<file path="src/hdl/dcrd_params.svh">
`ifndef DCRD_PARAMS_SVH
`define DCRD_PARAMS_SVH

// ----------------------------------------
// Opcode patterns and masks
// ----------------------------------------
`define DCRD_OP_CALL_SUM_D 16'hBE3D
`define DCRD_OP_NMI 16'hBE52
`define DCRD_OP_EXIT 16'hEF00
`define DCRD_OP_EXIT_D 16'hFF00
`define DCRD_OP_INT_EXIT 16'hBE3A
`define DCRD_MSK_AR 16'hFF80
`define DCRD_OP_CALL 16'h7A80
`define DCRD_OP_CALL_D 16'h7E80
`define DCRD_MSK_COND 16'hFC00
`define DCRD_OP_CCALL 16'hE800
`define DCRD_OP_CCALL_D 16'hF800
`define DCRD_OP_CEXIT 16'hEC00
`define DCRD_OP_CEXIT_D 16'hFC00
`define DCRD_MSK_TRAP 16'hFFF0
`define DCRD_OP_TRAP 16'hBE70

// ----------------------------------------
// Execution lengths in cycles
// ----------------------------------------
`define DCRD_CYC_SHORT 3'h2
`define DCRD_CYC_LONG 3'h4

// ----------------------------------------
// Vector table
// ----------------------------------------
`define DCRD_VEC_STRIDE 2
`define DCRD_NMI_TRAP_NUM 5'h1F

`endif

</file>
<file path="src/hdl/dcrd_pkg.sv">
`default_nettype none

package dcrd_pkg;

	// Instruction classes recognised by the decoder
	typedef enum logic [3:0] {
		DCRD_NONE = 4'h0,
		DCRD_CALL_SUM_D = 4'h1,
		DCRD_CALL = 4'h2,
		DCRD_CALL_D = 4'h3,
		DCRD_CCALL = 4'h4,
		DCRD_CCALL_D = 4'h5,
		DCRD_TRAP = 4'h6,
		DCRD_NMI = 4'h7,
		DCRD_EXIT = 4'h8,
		DCRD_CEXIT = 4'h9,
		DCRD_CEXIT_D = 4'hA,
		DCRD_EXIT_D = 4'hB,
		DCRD_INT_EXIT = 4'hC
	} dcrd_class_e;

	// Sequencer states, Gray coded along idle -> fetch2 -> exec
	typedef enum logic [1:0] {
		DCRD_ST_IDLE = 2'b00,
		DCRD_ST_WORD2 = 2'b01,
		DCRD_ST_EXEC = 2'b11
	} dcrd_state_e;

	// Core status flags tested by the condition field
	typedef struct packed {
		logic zero;
		logic less;
		logic ovf;
		logic carry;
		logic tc;
	} dcrd_flags_s;

	// Control action handed to the program sequencer
	typedef struct packed {
		logic push;
		logic pop;
		logic load_pc;
		logic [15:0] target;
		logic ar_update;
		logic [6:0] ar_field;
		logic int_enable;
		logic delayed;
	} dcrd_action_s;

endpackage
`default_nettype wire

</file>
<file path="src/hdl/dcrd_decoder.sv">
// Behaviour
// - BE3D: delayed call via sum register, 2 cycles
// - 7A80 form: two-word call, index update, 4 cycles
// - 7E80 form: delayed two-word call, 2 cycles
// - E800 form: conditional call, 2 or 4 cycles
// - F800 form: delayed conditional call, 2 cycles
// - BE70 form: software trap to numbered vector, 4
// - BE52: software nonmaskable interrupt, 4 cycles
// - EF00: subroutine exit, 4 cycles
// - EC00 form: conditional exit, 2 or 4
// - FC00 form: delayed conditional exit, 2 cycles
// - FF00: delayed subroutine exit, 2 cycles
// - BE3A: interrupt exit re-enabling maskable interrupts
`timescale 1ns/10ps
`default_nettype none
`include "dcrd_params.svh"

module dcrd_decoder #(
	parameter int STACK_DEPTH = 8
) (
	input wire logic CLK,
	input wire logic SYS_RST,
	input wire logic INSTR_VALID,
	input wire logic [15:0] INSTR_WORD,
	input wire logic [15:0] INSTR_PC,
	input wire logic [15:0] SUM_REG,
	input wire dcrd_pkg::dcrd_flags_s FLAGS,
	output logic BUSY,
	output logic DONE,
	output logic [1:0] WORD_COUNT,
	output logic [2:0] CYCLE_COUNT,
	output dcrd_pkg::dcrd_action_s ACTION,
	output logic ACTION_VALID,
	output logic [15:0] STACK_TOP,
	output logic STACK_OVERFLOW,
	output logic STACK_UNDERFLOW
);
	import dcrd_pkg::*;

	// ----------------------------------------
	// Elaboration checks
	// ----------------------------------------
	if (STACK_DEPTH < 2 || STACK_DEPTH > 256) begin : g_depth_bad
		$error("STACK_DEPTH out of range");
	end

	localparam int PW = $clog2(STACK_DEPTH + 1);

	// ----------------------------------------
	// Decode functions
	// ----------------------------------------
	// Pattern match used for each opcode family
	function automatic logic op_hit(input logic [15:0] w, input logic [15:0] m, input logic [15:0] p);
		op_hit = ((w & m) == p);
	endfunction

	// Condition evaluation: TP picks the tc test (tc set, tc clear or none), FLAG_TEST_MASK masks flags
	function automatic logic cond_true(input logic [15:0] w, input dcrd_flags_s f);
		logic [3:0] tst;
		logic [3:0] val;
		logic tp_ok;
		tst = w[7:4];
		val = w[3:0];
		case (w[9:8])
			2'b00: tp_ok = 1'b1;
			2'b01: tp_ok = f.tc;
			2'b10: tp_ok = ~f.tc;
			default: tp_ok = 1'b1;
		endcase
		// Each tested flag must equal its wanted value; untested flags ignored
		cond_true = tp_ok && (((({f.zero, f.less, f.ovf, f.carry}) ^ val) & tst) == 4'h0);
	endfunction

	// ----------------------------------------
	// Combinational classification
	// ----------------------------------------
	dcrd_class_e cls; // Class of the presented word
	assign cls = (INSTR_WORD == `DCRD_OP_CALL_SUM_D) ? DCRD_CALL_SUM_D :
		(INSTR_WORD == `DCRD_OP_NMI) ? DCRD_NMI :
		(INSTR_WORD == `DCRD_OP_INT_EXIT) ? DCRD_INT_EXIT :
		(INSTR_WORD == `DCRD_OP_EXIT) ? DCRD_EXIT :
		(INSTR_WORD == `DCRD_OP_EXIT_D) ? DCRD_EXIT_D :
		op_hit(INSTR_WORD, `DCRD_MSK_AR, `DCRD_OP_CALL) ? DCRD_CALL :
		op_hit(INSTR_WORD, `DCRD_MSK_AR, `DCRD_OP_CALL_D) ? DCRD_CALL_D :
		op_hit(INSTR_WORD, `DCRD_MSK_TRAP, `DCRD_OP_TRAP) ? DCRD_TRAP :
		op_hit(INSTR_WORD, `DCRD_MSK_COND, `DCRD_OP_CCALL) ? DCRD_CCALL :
		op_hit(INSTR_WORD, `DCRD_MSK_COND, `DCRD_OP_CCALL_D) ? DCRD_CCALL_D :
		op_hit(INSTR_WORD, `DCRD_MSK_COND, `DCRD_OP_CEXIT_D) ? DCRD_CEXIT_D :
		op_hit(INSTR_WORD, `DCRD_MSK_COND, `DCRD_OP_CEXIT) ? DCRD_CEXIT :
		DCRD_NONE;

	// Two-word forms need the operand word as the target
	wire two_word = (cls == DCRD_CALL) || (cls == DCRD_CALL_D) || (cls == DCRD_CCALL) || (cls == DCRD_CCALL_D);
	wire is_cond = (cls == DCRD_CCALL) || (cls == DCRD_CCALL_D) || (cls == DCRD_CEXIT) || (cls == DCRD_CEXIT_D);
	wire is_delayed = (cls == DCRD_CALL_SUM_D) || (cls == DCRD_CALL_D) || (cls == DCRD_CCALL_D) ||
		(cls == DCRD_CEXIT_D) || (cls == DCRD_EXIT_D);
	wire is_pushing = (cls == DCRD_CALL_SUM_D) || (cls == DCRD_CALL) || (cls == DCRD_CALL_D) ||
		(cls == DCRD_CCALL) || (cls == DCRD_CCALL_D) || (cls == DCRD_TRAP) || (cls == DCRD_NMI);
	wire is_popping = (cls == DCRD_EXIT) || (cls == DCRD_CEXIT) || (cls == DCRD_CEXIT_D) ||
		(cls == DCRD_EXIT_D) || (cls == DCRD_INT_EXIT);
	wire cond_ok = ~is_cond || cond_true(INSTR_WORD, FLAGS); // Unconditional forms always transfer

	// Cycle length: delayed forms 2, conditional non-delayed 2 or 4, rest 4
	wire [2:0] cyc_len = is_delayed ? `DCRD_CYC_SHORT :
		(is_cond && !cond_ok) ? `DCRD_CYC_SHORT :
		`DCRD_CYC_LONG;

	// Trap vector: NMI uses a fixed high trap number
	// Software traps carry a four-bit number, so number 31 can never collide with them
	wire [4:0] trap_num = (cls == DCRD_NMI) ? `DCRD_NMI_TRAP_NUM : {1'b0, INSTR_WORD[3:0]};
	wire [15:0] trap_vec = 16'(trap_num) * 16'(`DCRD_VEC_STRIDE);

	// Return address skips the operand word of two-word forms
	wire [15:0] ret_addr = INSTR_PC + (two_word ? 16'h0002 : 16'h0001);

	// ----------------------------------------
	// Sequencer registers
	// ----------------------------------------
	dcrd_state_e state_q, state_d; // Sequencer state
	logic [15:0] ret_q; // Return address to push
	logic [2:0] cnt_q, cnt_d; // Cycles remaining of execution
	logic [2:0] len_q; // Length latched for reporting
	logic busy_q, done_q;
	logic [1:0] words_q;
	dcrd_action_s act_q, act_d;
	logic act_v_q, act_v_d;

	// Hardware return stack, array with pointer
	logic [15:0] stack_mem [STACK_DEPTH];
	logic [PW-1:0] sp_q;
	logic ovf_q, unf_q;
	logic [15:0] top_q;

	wire accept = INSTR_VALID && (state_q == DCRD_ST_IDLE) && (cls != DCRD_NONE);
	wire operand = INSTR_VALID && (state_q == DCRD_ST_WORD2);
	wire stack_full = (sp_q == PW'(STACK_DEPTH));
	wire stack_empty = (sp_q == '0);

	// ----------------------------------------
	// Next-state and action selection
	// ----------------------------------------
	always_comb begin
		state_d = state_q;
		cnt_d = cnt_q;
		act_d = act_q;
		act_v_d = 1'b0;
		case (state_q)
			DCRD_ST_IDLE: begin
				if (accept) begin
					// Single-word forms issue their action now
					act_d = '0;
					act_d.delayed = is_delayed;
					act_d.push = is_pushing && cond_ok;
					act_d.pop = is_popping && cond_ok;
					act_d.load_pc = cond_ok;
					act_d.target = (cls == DCRD_CALL_SUM_D) ? SUM_REG : trap_vec;
					act_d.int_enable = (cls == DCRD_INT_EXIT);
					act_d.ar_update = (cls == DCRD_CALL) || (cls == DCRD_CALL_D);
					act_d.ar_field = INSTR_WORD[6:0];
					act_v_d = ~two_word;
					cnt_d = cyc_len - 3'h1;
					state_d = two_word ? DCRD_ST_WORD2 : DCRD_ST_EXEC;
				end
			end
			DCRD_ST_WORD2: begin
				// Operand word is the call target
				if (operand) begin
					act_d.target = INSTR_WORD;
					act_v_d = 1'b1;
					state_d = DCRD_ST_EXEC;
				end
			end
			DCRD_ST_EXEC: begin
				if (cnt_q <= 3'h1) begin
					state_d = DCRD_ST_IDLE;
				end
				cnt_d = cnt_q - 3'h1;
			end
			default: begin
				state_d = DCRD_ST_IDLE;
			end
		endcase
	end

	// ----------------------------------------
	// Sequencer flops
	// ----------------------------------------
	always_ff @(posedge CLK) begin
		if (SYS_RST) begin
			state_q <= DCRD_ST_IDLE;
			cnt_q <= 3'h0;
			act_q <= '0;
			act_v_q <= 1'b0;
		end else begin
			state_q <= state_d;
			cnt_q <= cnt_d;
			act_q <= act_d;
			act_v_q <= act_v_d;
		end
	end

	// Latched facts about the accepted instruction
	always_ff @(posedge CLK) begin
		if (SYS_RST) begin
			ret_q <= 16'h0000;
			len_q <= 3'h0;
			words_q <= 2'h0;
		end else if (accept) begin
			ret_q <= ret_addr;
			len_q <= cyc_len;
			words_q <= two_word ? 2'h2 : 2'h1;
		end
	end

	// Busy across the whole instruction; done is registered and pulses in the same cycle that busy falls
	always_ff @(posedge CLK) begin
		if (SYS_RST) begin
			busy_q <= 1'b0;
			done_q <= 1'b0;
		end else begin
			busy_q <= (state_d != DCRD_ST_IDLE);
			done_q <= (state_q == DCRD_ST_EXEC) && (cnt_q <= 3'h1);
		end
	end

	// ----------------------------------------
	// Return stack
	// ----------------------------------------
	// Push saturates at full and pop at empty; faults are sticky until reset
	always_ff @(posedge CLK) begin
		if (SYS_RST) begin
			sp_q <= '0;
			ovf_q <= 1'b0;
			unf_q <= 1'b0;
		end else if (act_v_d && act_d.push) begin
			if (stack_full) begin
				ovf_q <= 1'b1;
			end else begin
				sp_q <= sp_q + PW'(1);
			end
		end else if (act_v_d && act_d.pop) begin
			if (stack_empty) begin
				unf_q <= 1'b1;
			end else begin
				sp_q <= sp_q - PW'(1);
			end
		end
	end

	// Storage has no reset; only the pointer marks valid entries
	always_ff @(posedge CLK) begin
		if (act_v_d && act_d.push && !stack_full) begin
			stack_mem[sp_q[PW-1:0] % STACK_DEPTH] <= (state_q == DCRD_ST_WORD2) ? ret_q : ret_addr;
		end
	end

	// Popped value is the new program counter target
	wire [15:0] pop_val = stack_empty ? 16'h0000 : stack_mem[(sp_q - PW'(1)) % STACK_DEPTH];
	always_ff @(posedge CLK) begin
		if (SYS_RST) begin
			top_q <= 16'h0000;
		end else if (act_v_d && act_d.pop) begin
			top_q <= pop_val;
		end
	end

	// ----------------------------------------
	// Outputs
	// ----------------------------------------
	assign BUSY = busy_q;
	assign DONE = done_q;
	assign WORD_COUNT = words_q;
	assign CYCLE_COUNT = len_q;
	assign ACTION = act_q;
	assign ACTION_VALID = act_v_q;
	assign STACK_TOP = top_q;
	assign STACK_OVERFLOW = ovf_q;
	assign STACK_UNDERFLOW = unf_q;

	// ----------------------------------------
	// Assertions
	// ----------------------------------------
	a_sum_call_len: assert property (@(posedge CLK) disable iff (SYS_RST)
		accept && cls == DCRD_CALL_SUM_D |=> len_q == 3'h2 && ACTION.delayed)
		else $error("sum call length wrong");
	a_call_len: assert property (@(posedge CLK) disable iff (SYS_RST)
		accept && cls == DCRD_CALL |=> len_q == 3'h4 && words_q == 2'h2)
		else $error("call length wrong");
	a_call_d_len: assert property (@(posedge CLK) disable iff (SYS_RST)
		accept && cls == DCRD_CALL_D |=> len_q == 3'h2 && words_q == 2'h2)
		else $error("delayed call length wrong");
	a_ccall_len: assert property (@(posedge CLK) disable iff (SYS_RST)
		accept && cls == DCRD_CCALL |=> len_q == (cond_true($past(INSTR_WORD), $past(FLAGS)) ? 3'h4 : 3'h2))
		else $error("cond call length wrong");
	a_ccall_d_len: assert property (@(posedge CLK) disable iff (SYS_RST)
		accept && cls == DCRD_CCALL_D |=> len_q == 3'h2)
		else $error("delayed cond call length wrong");
	a_trap_vec: assert property (@(posedge CLK) disable iff (SYS_RST)
		accept && cls == DCRD_TRAP |=> ACTION_VALID && ACTION.push && ACTION.target == {$past(INSTR_WORD[3:0]), 1'b0} + 16'h0000)
		else $error("trap vector wrong");
	a_nmi_len: assert property (@(posedge CLK) disable iff (SYS_RST)
		accept && cls == DCRD_NMI |=> len_q == 3'h4 ##3 DONE)
		else $error("nmi timing wrong");
	a_exit_pop: assert property (@(posedge CLK) disable iff (SYS_RST)
		accept && cls == DCRD_EXIT |=> ACTION.pop && len_q == 3'h4)
		else $error("exit wrong");
	a_cexit_len: assert property (@(posedge CLK) disable iff (SYS_RST)
		accept && cls == DCRD_CEXIT && !cond_ok |=> len_q == 3'h2 && !ACTION.pop)
		else $error("cond exit false path wrong");
	a_cexit_d_len: assert property (@(posedge CLK) disable iff (SYS_RST)
		accept && cls == DCRD_CEXIT_D |=> len_q == 3'h2 ##1 DONE)
		else $error("delayed cond exit wrong");
	a_exit_d_len: assert property (@(posedge CLK) disable iff (SYS_RST)
		accept && cls == DCRD_EXIT_D |=> ACTION.delayed && ACTION.pop ##1 DONE)
		else $error("delayed exit wrong");
	a_int_exit_en: assert property (@(posedge CLK) disable iff (SYS_RST)
		accept && cls == DCRD_INT_EXIT |=> ACTION_VALID && ACTION.int_enable && ACTION.pop)
		else $error("interrupt exit enable missing");

endmodule
`default_nettype wire

</file>
<file path="config.mk">
export PLATFORM = sky130hd
export DESIGN_NAME = dcrd_decoder
export DESIGN_NICKNAME = d
export VERILOG_FILES = /design/src/hdl/dcrd_pkg.sv /design/src/hdl/dcrd_decoder.sv
export VERILOG_INCLUDE_DIRS = /design/src /design/src/hdl
export SDC_FILE = /design/constraint.sdc
export NUM_CORES = 1
export LEC_CHECK = 0
export BUFFER_PORTS_ARGS = -buffer_cell sky130_fd_sc_hd__clkbuf_2
export CAP_MARGIN = 20
export CORE_ASPECT_RATIO = 0.6
export CORE_MARGIN = 1
export CORE_UTILIZATION = 45
export CTS_CLUSTER_DIAMETER = 40
export DETAILED_ROUTE_END_ITERATION = 16
export PLACE_DENSITY_LB_ADDON = 0.1
export REMOVE_ABC_BUFFERS = 1
export SYNTH_ARGS = -nofsm -noshare
export SYNTH_HDL_FRONTEND = slang
export SYNTH_SLANG_ARGS = --single-unit
</file>
<file path="constraint.sdc">
create_clock -name CLK -period 8.1 [get_ports CLK]
set_input_delay 0.81 -clock CLK [delete_from_list [all_inputs] [get_ports CLK]]
set_output_delay 0.81 -clock CLK [all_outputs]
set_load 0.01 [all_outputs]
</file>
Word level (Yosys, flattened, before mapping)

Memories as Yosys holds them, arrays and structs flattened.
Cells that the tools add are included.
W data, S select, Z words.

$add $sub $neg: 6
Order comparisons: 1
Equality and inequality tests: 33
Mux-type cells: 41
Bitwise gates (word level): 6
Reduce and logical (&&, ||, !) cells: 48

Operators with widths:

| operator               | number |
|---|---|
| $eq A16 B16 Y1 const B | 5 |
| $mux W16               | 4 |
| $mux W4                | 16 |
| $pmux W16 S2           | 1 |
| $mux W29               | 1 |
| $eq A4 B4 Y1 const B   | 6 |
| $eq A6 B6 Y1 const B   | 4 |
| $logic_or A1 B1 Y1     | 21 |
| $eq A9 B8 Y1 const B   | 2 |
| $add A16 B2 Y16        | 1 |
| $eq A4 B3 Y1 const B   | 4 |
| $eq A12 B12 Y1 const B | 1 |
| $mux W2                | 6 |
| $mux W3                | 4 |
| $logic_and A1 B1 Y1    | 11 |
| $reduce_and A3 Y1      | 3 |
| $sub A3 B1 Y3 const B  | 3 |
| $eq A4 B2 Y1 const B   | 2 |
| $logic_not A4 Y1       | 2 |
| $reduce_bool A2 Y1     | 4 |
| $ne A2 B2 Y1 const B   | 3 |
| $pmux W2 S3            | 1 |
| $pmux W3 S2            | 1 |
| $reduce_and A2 Y1      | 3 |
| 16 further kinds       | 26 |

Bits in registers: 80
RAM bits: 128
Input bits: 56
Output and inout port bits: 55
Logic and storage cells: 156
Memories: 1

Memories:

| name      | depth | width | rd ports | clocked after memory_dff | wr ports | RTL line            | source |
|---|---|---|---|---|---|---|---|
| stack_mem | 8     | 16    | 1        | 0                        | 1        | dcrd_decoder.sv:129 | `logic [15:0] stack_mem [STACK_DEPTH];` |

Longest topological paths before layout

Word-level depth: 27
Gate-level depth with buffers: 16
Depth with buffers taken out: 15

Worst setup path after synthesis

Ideal clock, no wire load.

Path kind: input -> register
From: in INSTR_WORD[3]
To: mem stack_mem[1][0] (enable)
Library setup time: 436 ps
Arrival: 4515 ps
Required time: 7664 ps
Path slack: 3149 ps
Stages: 10
Path buffers: 2
Cells stage by stage: buf_2 -> and4b_1 -> nor4b_2 -> o21a_1 -> o31ai_2 -> and2_1 -> or2_2 -> buf_2 -> nand2_1 -> nor4b_1

Longest elaborated chain between the ends: 20
Elaborated cells on any way between the ends: 49
Classes of those cells: eq/ne (14); mux (11); bitwise (4); reduce/logical (20)

Ends and longest elaborated chain:

| element                                      | RTL line                               | source |
|---|---|---|
| start: declaration                           | dcrd_decoder.sv:24                     | `input wire logic [15:0] INSTR_WORD,` |
| $eq A16 B16 Y1 (no line)                     | -                                      |  |
| $mux W4                                      | dcrd_decoder.sv:82                     | `` (INSTR_WORD == `DCRD_OP_EXIT_D) ? DCRD_EXIT_D : `` |
| $mux W4                                      | dcrd_decoder.sv:81                     | `` (INSTR_WORD == `DCRD_OP_EXIT) ? DCRD_EXIT : `` |
| $mux W4                                      | dcrd_decoder.sv:80                     | `` (INSTR_WORD == `DCRD_OP_INT_EXIT) ? DCRD_INT_EXIT : `` |
| $mux W4                                      | dcrd_decoder.sv:79                     | `` (INSTR_WORD == `DCRD_OP_NMI) ? DCRD_NMI : `` |
| $mux W4                                      | dcrd_decoder.sv:78                     | `` assign cls = (INSTR_WORD == `DCRD_OP_CALL_SUM_D) ? DCRD_CALL_SUM_D : `` |
| $eq A4 B1 Y1 or $eq A4 B2 Y1 (tied branches) | dcrd_decoder.sv:97, dcrd_decoder.sv:93 |  |
| $logic_or A1 B1 Y1 (3 in a row)              | dcrd_decoder.sv:97                     | `wire is_pushing = (cls == DCRD_CALL_SUM_D) \|\| (cls == DCRD_CALL) \|\| (cls == DCRD_CALL_D) \|\|` |
| $logic_or A1 B1 Y1 (3 in a row)              | dcrd_decoder.sv:98                     | `(cls == DCRD_CCALL) \|\| (cls == DCRD_CCALL_D) \|\| (cls == DCRD_TRAP) \|\| (cls == DCRD_NMI);` |
| $logic_and A1 B1 Y1                          | dcrd_decoder.sv:153                    | `act_d.push = is_pushing && cond_ok;` |
| $mux W29                                     | dcrd_decoder.sv:149                    | `if (accept) begin` |
| $mux W3                                      | dcrd_decoder.sv:147                    | `case (state_q)` |
| $logic_and A1 B1 Y1 (*) (2 in a row)         | dcrd_decoder.sv:252                    | `if (act_v_d && act_d.push && !stack_full) begin` |
| $mux W1 (*)                                  | dcrd_decoder.sv:252                    |  |
| $mux W1 (*)                                  | dcrd_decoder.sv:253                    | `stack_mem[sp_q[PW-1:0] % STACK_DEPTH] <= (state_q == DCRD_ST_WORD2) ? ret_q : ret_addr;` |
| end: declaration                             | dcrd_decoder.sv:129                    |  |

Mark *: on every way between the ends. The rest lies on a longest branch, timed or not. The select of a mux whose other input is x is not followed.

Worst setup path after layout

From: in INSTR_WORD[0]
To: reg sp_q[3]

Longest elaborated chain between the ends: 19
Elaborated cells on any way between the ends: 60
Classes of those cells: eq/ne (19); mux (10); bitwise (4); reduce/logical (27)

Ends and longest elaborated chain:

| element                                        | RTL line                               | source |
|---|---|---|
| $eq A16 B16 Y1 (no line)                       | -                                      |  |
| $mux W4                                        | dcrd_decoder.sv:82                     |  |
| $mux W4                                        | dcrd_decoder.sv:81                     |  |
| $mux W4                                        | dcrd_decoder.sv:80                     |  |
| $mux W4                                        | dcrd_decoder.sv:79                     |  |
| $mux W4                                        | dcrd_decoder.sv:78                     |  |
| $eq A4 B1 Y1 or $eq A4 B2 Y1 (tied branches)   | dcrd_decoder.sv:97, dcrd_decoder.sv:93 |  |
| $logic_or A1 B1 Y1 (3 in a row)                | dcrd_decoder.sv:97                     |  |
| $logic_or A1 B1 Y1 (3 in a row)                | dcrd_decoder.sv:98                     |  |
| $logic_and A1 B1 Y1                            | dcrd_decoder.sv:153                    |  |
| $mux W29                                       | dcrd_decoder.sv:149                    |  |
| $mux W3                                        | dcrd_decoder.sv:147                    |  |
| $logic_and A1 B1 Y1                            | dcrd_decoder.sv:235                    | `end else if (act_v_d && act_d.push) begin` |
| $ne A2 B1 Y1 (no line) (tied with other cells) | -                                      |  |
| $reduce_and A3 Y1 (no line)                    | -                                      |  |
| end signal: assignment                         | dcrd_decoder.sv:239                    | `sp_q <= sp_q + PW'(1);` |
| end signal: assignment                         | dcrd_decoder.sv:245                    | `sp_q <= sp_q - PW'(1);` |
| end: declaration                               | dcrd_decoder.sv:130                    | `logic [PW-1:0] sp_q;` |

Several ways; a longest one is shown, not always the timed one. The select of a mux whose other input is x is not followed.
A chain may end at the register's enable or synchronous reset.

==> results.cfg <==
[outcome]
outcome = finished clean

[drt]
drt-initial-drc-count = 662
ant_nets = 0
wl_per_cell_um = 20.56
vias_per_cell = 5.632
num_vias = 6319
drt_pass1_iterations = 5
drt-total-wl_mm = 23.07
drc_errors = 0

[clock_network]
post_cts_buffers = 0
cts_hold_buf = 0
cts.root.buffer_cell = clkbuf_16
cts_tree = yes
h-tree-depth = 1
cts_buffers = 23
clk_latency_ns = 0.50
clk_pin_slew_worst_paths_ns = 0.06
cts_resized = 0
cts_buffer_depth = 3
clkSinkCount = 207

[synth]
synthTopCellsByArea = edfxtp_1, dfxtp_1, mux4_2, nor2_1, nand2_1
syn-instance-count = 736
synth.largest_area_cell = edfxtp_1
netlist.area_leader.share_pct = 42.57
yosysWarnings = 0
ys_types = 69
synth_seq_cells = 207
ys_seq_area_share_pct = 60.09
synth_area_um2 = 9029
async_reset_ff_share_pct = 0
synthFlopType = edfxtp_1
synth.avg_cell_area_um2 = 12.27
synth_edf_count = 128

[grt]
antenna_found_initial = 0
grt_pass1_vias = 5914
grt_pass1_wl_mm = 35.70
grt_max_degree = 77
grt_util_all_layers_pct = 23.06
grt_overflow = 0

[timing]
tightest_slew_ns = 1.112
setup-violations-final = 0
layout_min_cycle_time_ns = 4.448
finClkSkew_ns = 0.009232
fin_crit_sh_pct = 54.91
tns_ns = 0
clock.fmax_mhz = 224.8
rsz0062_at_grt = no
hold_violations = 0
slew_headroom_pct = 25.63
slew_violations = 0
hold_ws_ns = 0.4589

[placement]
dp_hpwl_mm = 15.08
dpl_cell_area_um2 = 9884
place_inst = 1078
gp_congestion = 0.9087
port-buffer-count = 109

[floorplan]
pin_count = 111
row_count = 39
die_area_um2 = 20650
start_util_pct = 46.72
die_width_um = 184.9
coreArea_um2 = 19320
die_h_um = 111.7

[finish]
drive_gt1_share_pct = 25.35
fin_area_um2 = 10700
diodes = 0
stdcell_count = 1122
utilization_pct = 55.38
area_growth_syn_to_layout_pct = 18.53
layout.nets = 908

[critical_path]
critPathArrivalTime_ns = 4.79
cp_max_fo = 12
regToRegSetupSlack_ns = 4.50
required_ns = 8.44
path_class = in -> reg
reg2reg_depth = 12
r2r_end = sp_q[3]
cp-start-kind = input pin
end_kind = flip-flop
r2r_start = state_q[0]

[hold_path]
hold_path_class = reg -> reg
min-delay-start = ACTION[6]
min_path_cells = 2
hold_end = ACTION[6]

[power_and_ir_drop]
max-vdd-ir-drop_v = 0.0001279
power_density_nw_per_um2 = 218.1
p_leak_nw = 3.835

[flow_run]
max_cap_viol_count = 0
## where the power goes
part	internal [mW]	leakage (nW)	switching, mW	total (mW)
registers	1.13	1.79	0.00629	1.14
clock network	0.605	0.374	0.444	1.05
logic	0.0512	1.67	0.0945	0.146
## placed cells by master (no fill, tap or decap), types with 5 or more instances in the layout
| master | instances |
|---|---|
| edfxtp_1 | 128 |
| clkbuf_2 | 109 |
| nor2_1 | 93 |
| nand2_1 | 79 |
| dfxtp_1 | 78 |
| a21oi_1 | 52 |
| mux4_2 | 32 |
| clkbuf_16 | 23 |
| mux2i_1 | 18 |
| a211oi_1 | 18 |
| nor3_1 | 16 |
| inv_1 | 15 |
| a221oi_1 | 14 |
| xor2_1 | 11 |
| buf_4 | 10 |
| and2_1 | 9 |
| o21ai_0 | 9 |
| ha_1 | 9 |
| xnor2_1 | 8 |
| o22ai_1 | 7 |
| and3_1 | 7 |
| nand3_1 | 7 |
| nand4_1 | 5 |
| a21o_1 | 5 |
## metrics by stage
step,setup WS (ns),power [mW]
finish,3.652,2.334
global route,3.470,2.413
CTS,3.694,2.352
detailed placement,3.168,1.306
global placement,3.303,1.300
floorplan,2.732,1.237
## metal layers
layer / global-route usage (%) / up-vias / share of wire, %
met5: 0 / - / 0
met4: 4.298 / 0 / 1.4
met3: 4.056 / 31 / 6.5
met2: 32.48 / 201 / 42
li1: - / 2961 / -
met1: 37.05 / 3126 / 50
## worst max-delay path, cell delays in order
cell and delay (ns):
clkbuf_2 0.17, or4b_4 0.57, a2111o_1 0.46, nand3_1 0.18
o31ai_4 0.07, and2_1 0.21, or2_2 0.36, nand2_1 0.59
ha_1 0.37, a21o_1 0.18, a21o_1 0.20, a211oi_1 0.29
mux2i_1 0.25, a221oi_2 0.07
## flip-flops by register name, summed over array words and instances, names as in the netlist
signal,cells
cnt_q,3
STACK_OVERFLOW,1
sp_q,4
ACTION,29
ACTION_VALID,1
WORD_COUNT,2
state_q,2
STACK_UNDERFLOW,1
BUSY,1
stack_mem,128
ret_q,16
DONE,1
CYCLE_COUNT,2
STACK_TOP,16
## cells by family (layout without fill, tap and decap cells)
family / count (synthesis) / after routing / share of synthesized area (%)
buffers and inverters: 58 / 178 / 2.841
xor gates and xnor gates: 21 / 21 / 2.037
muxes: 52 / 52 / 10.23
AOI/OAI and AO/OA: 135 / 135 / 10.07
and+or+nand+nor: 250 / 250 / 12.86
adders and majority gates: 12 / 12 / 1.829
DFF: 207 / 207 / 60.09
other: 1 / 1 / 0.04153
## Yosys cell counts, types with 10 or more instances
master    instances
a21oi_1          52
a211oi_1         18
ha_1             10
mux4_2           32
nor2_1           94
nand2_1          79
edfxtp_1        128
dfxtp_1          79
xor2_1           12
nor3_1           20
clkbuf_1         28
a221oi_1         14
inv_1            15
mux2i_1          18
## layout make-up
type / count / area [um^2]
clock buffer: 24 / 589.3
clock inverter: 17 / 170.2
sequential: 207 / 5429
tap: 266 / 332.8
multi-input combinational: 471 / 3446
timing repair buffer: 122 / 678.2
inverter: 15 / 56.30
fill: 1681 / 8622
## how the worst max path moves through the flow
stage,slack (ns),from,to,cells past startpoint
after floorplan,2.73,INSTR_WORD[8],stack_mem[0][0],10
after global placement,3.30,INSTR_WORD[0],sp_q[3],14
after detailed placement,3.17,INSTR_WORD[0],sp_q[3],14
after CTS,3.69,INSTR_WORD[0],sp_q[3],14
after global routing,3.47,INSTR_WORD[0],sp_q[3],14
final,3.65,INSTR_WORD[0],sp_q[3],14
No activity file was read; power rests on OpenSTA's default activity.
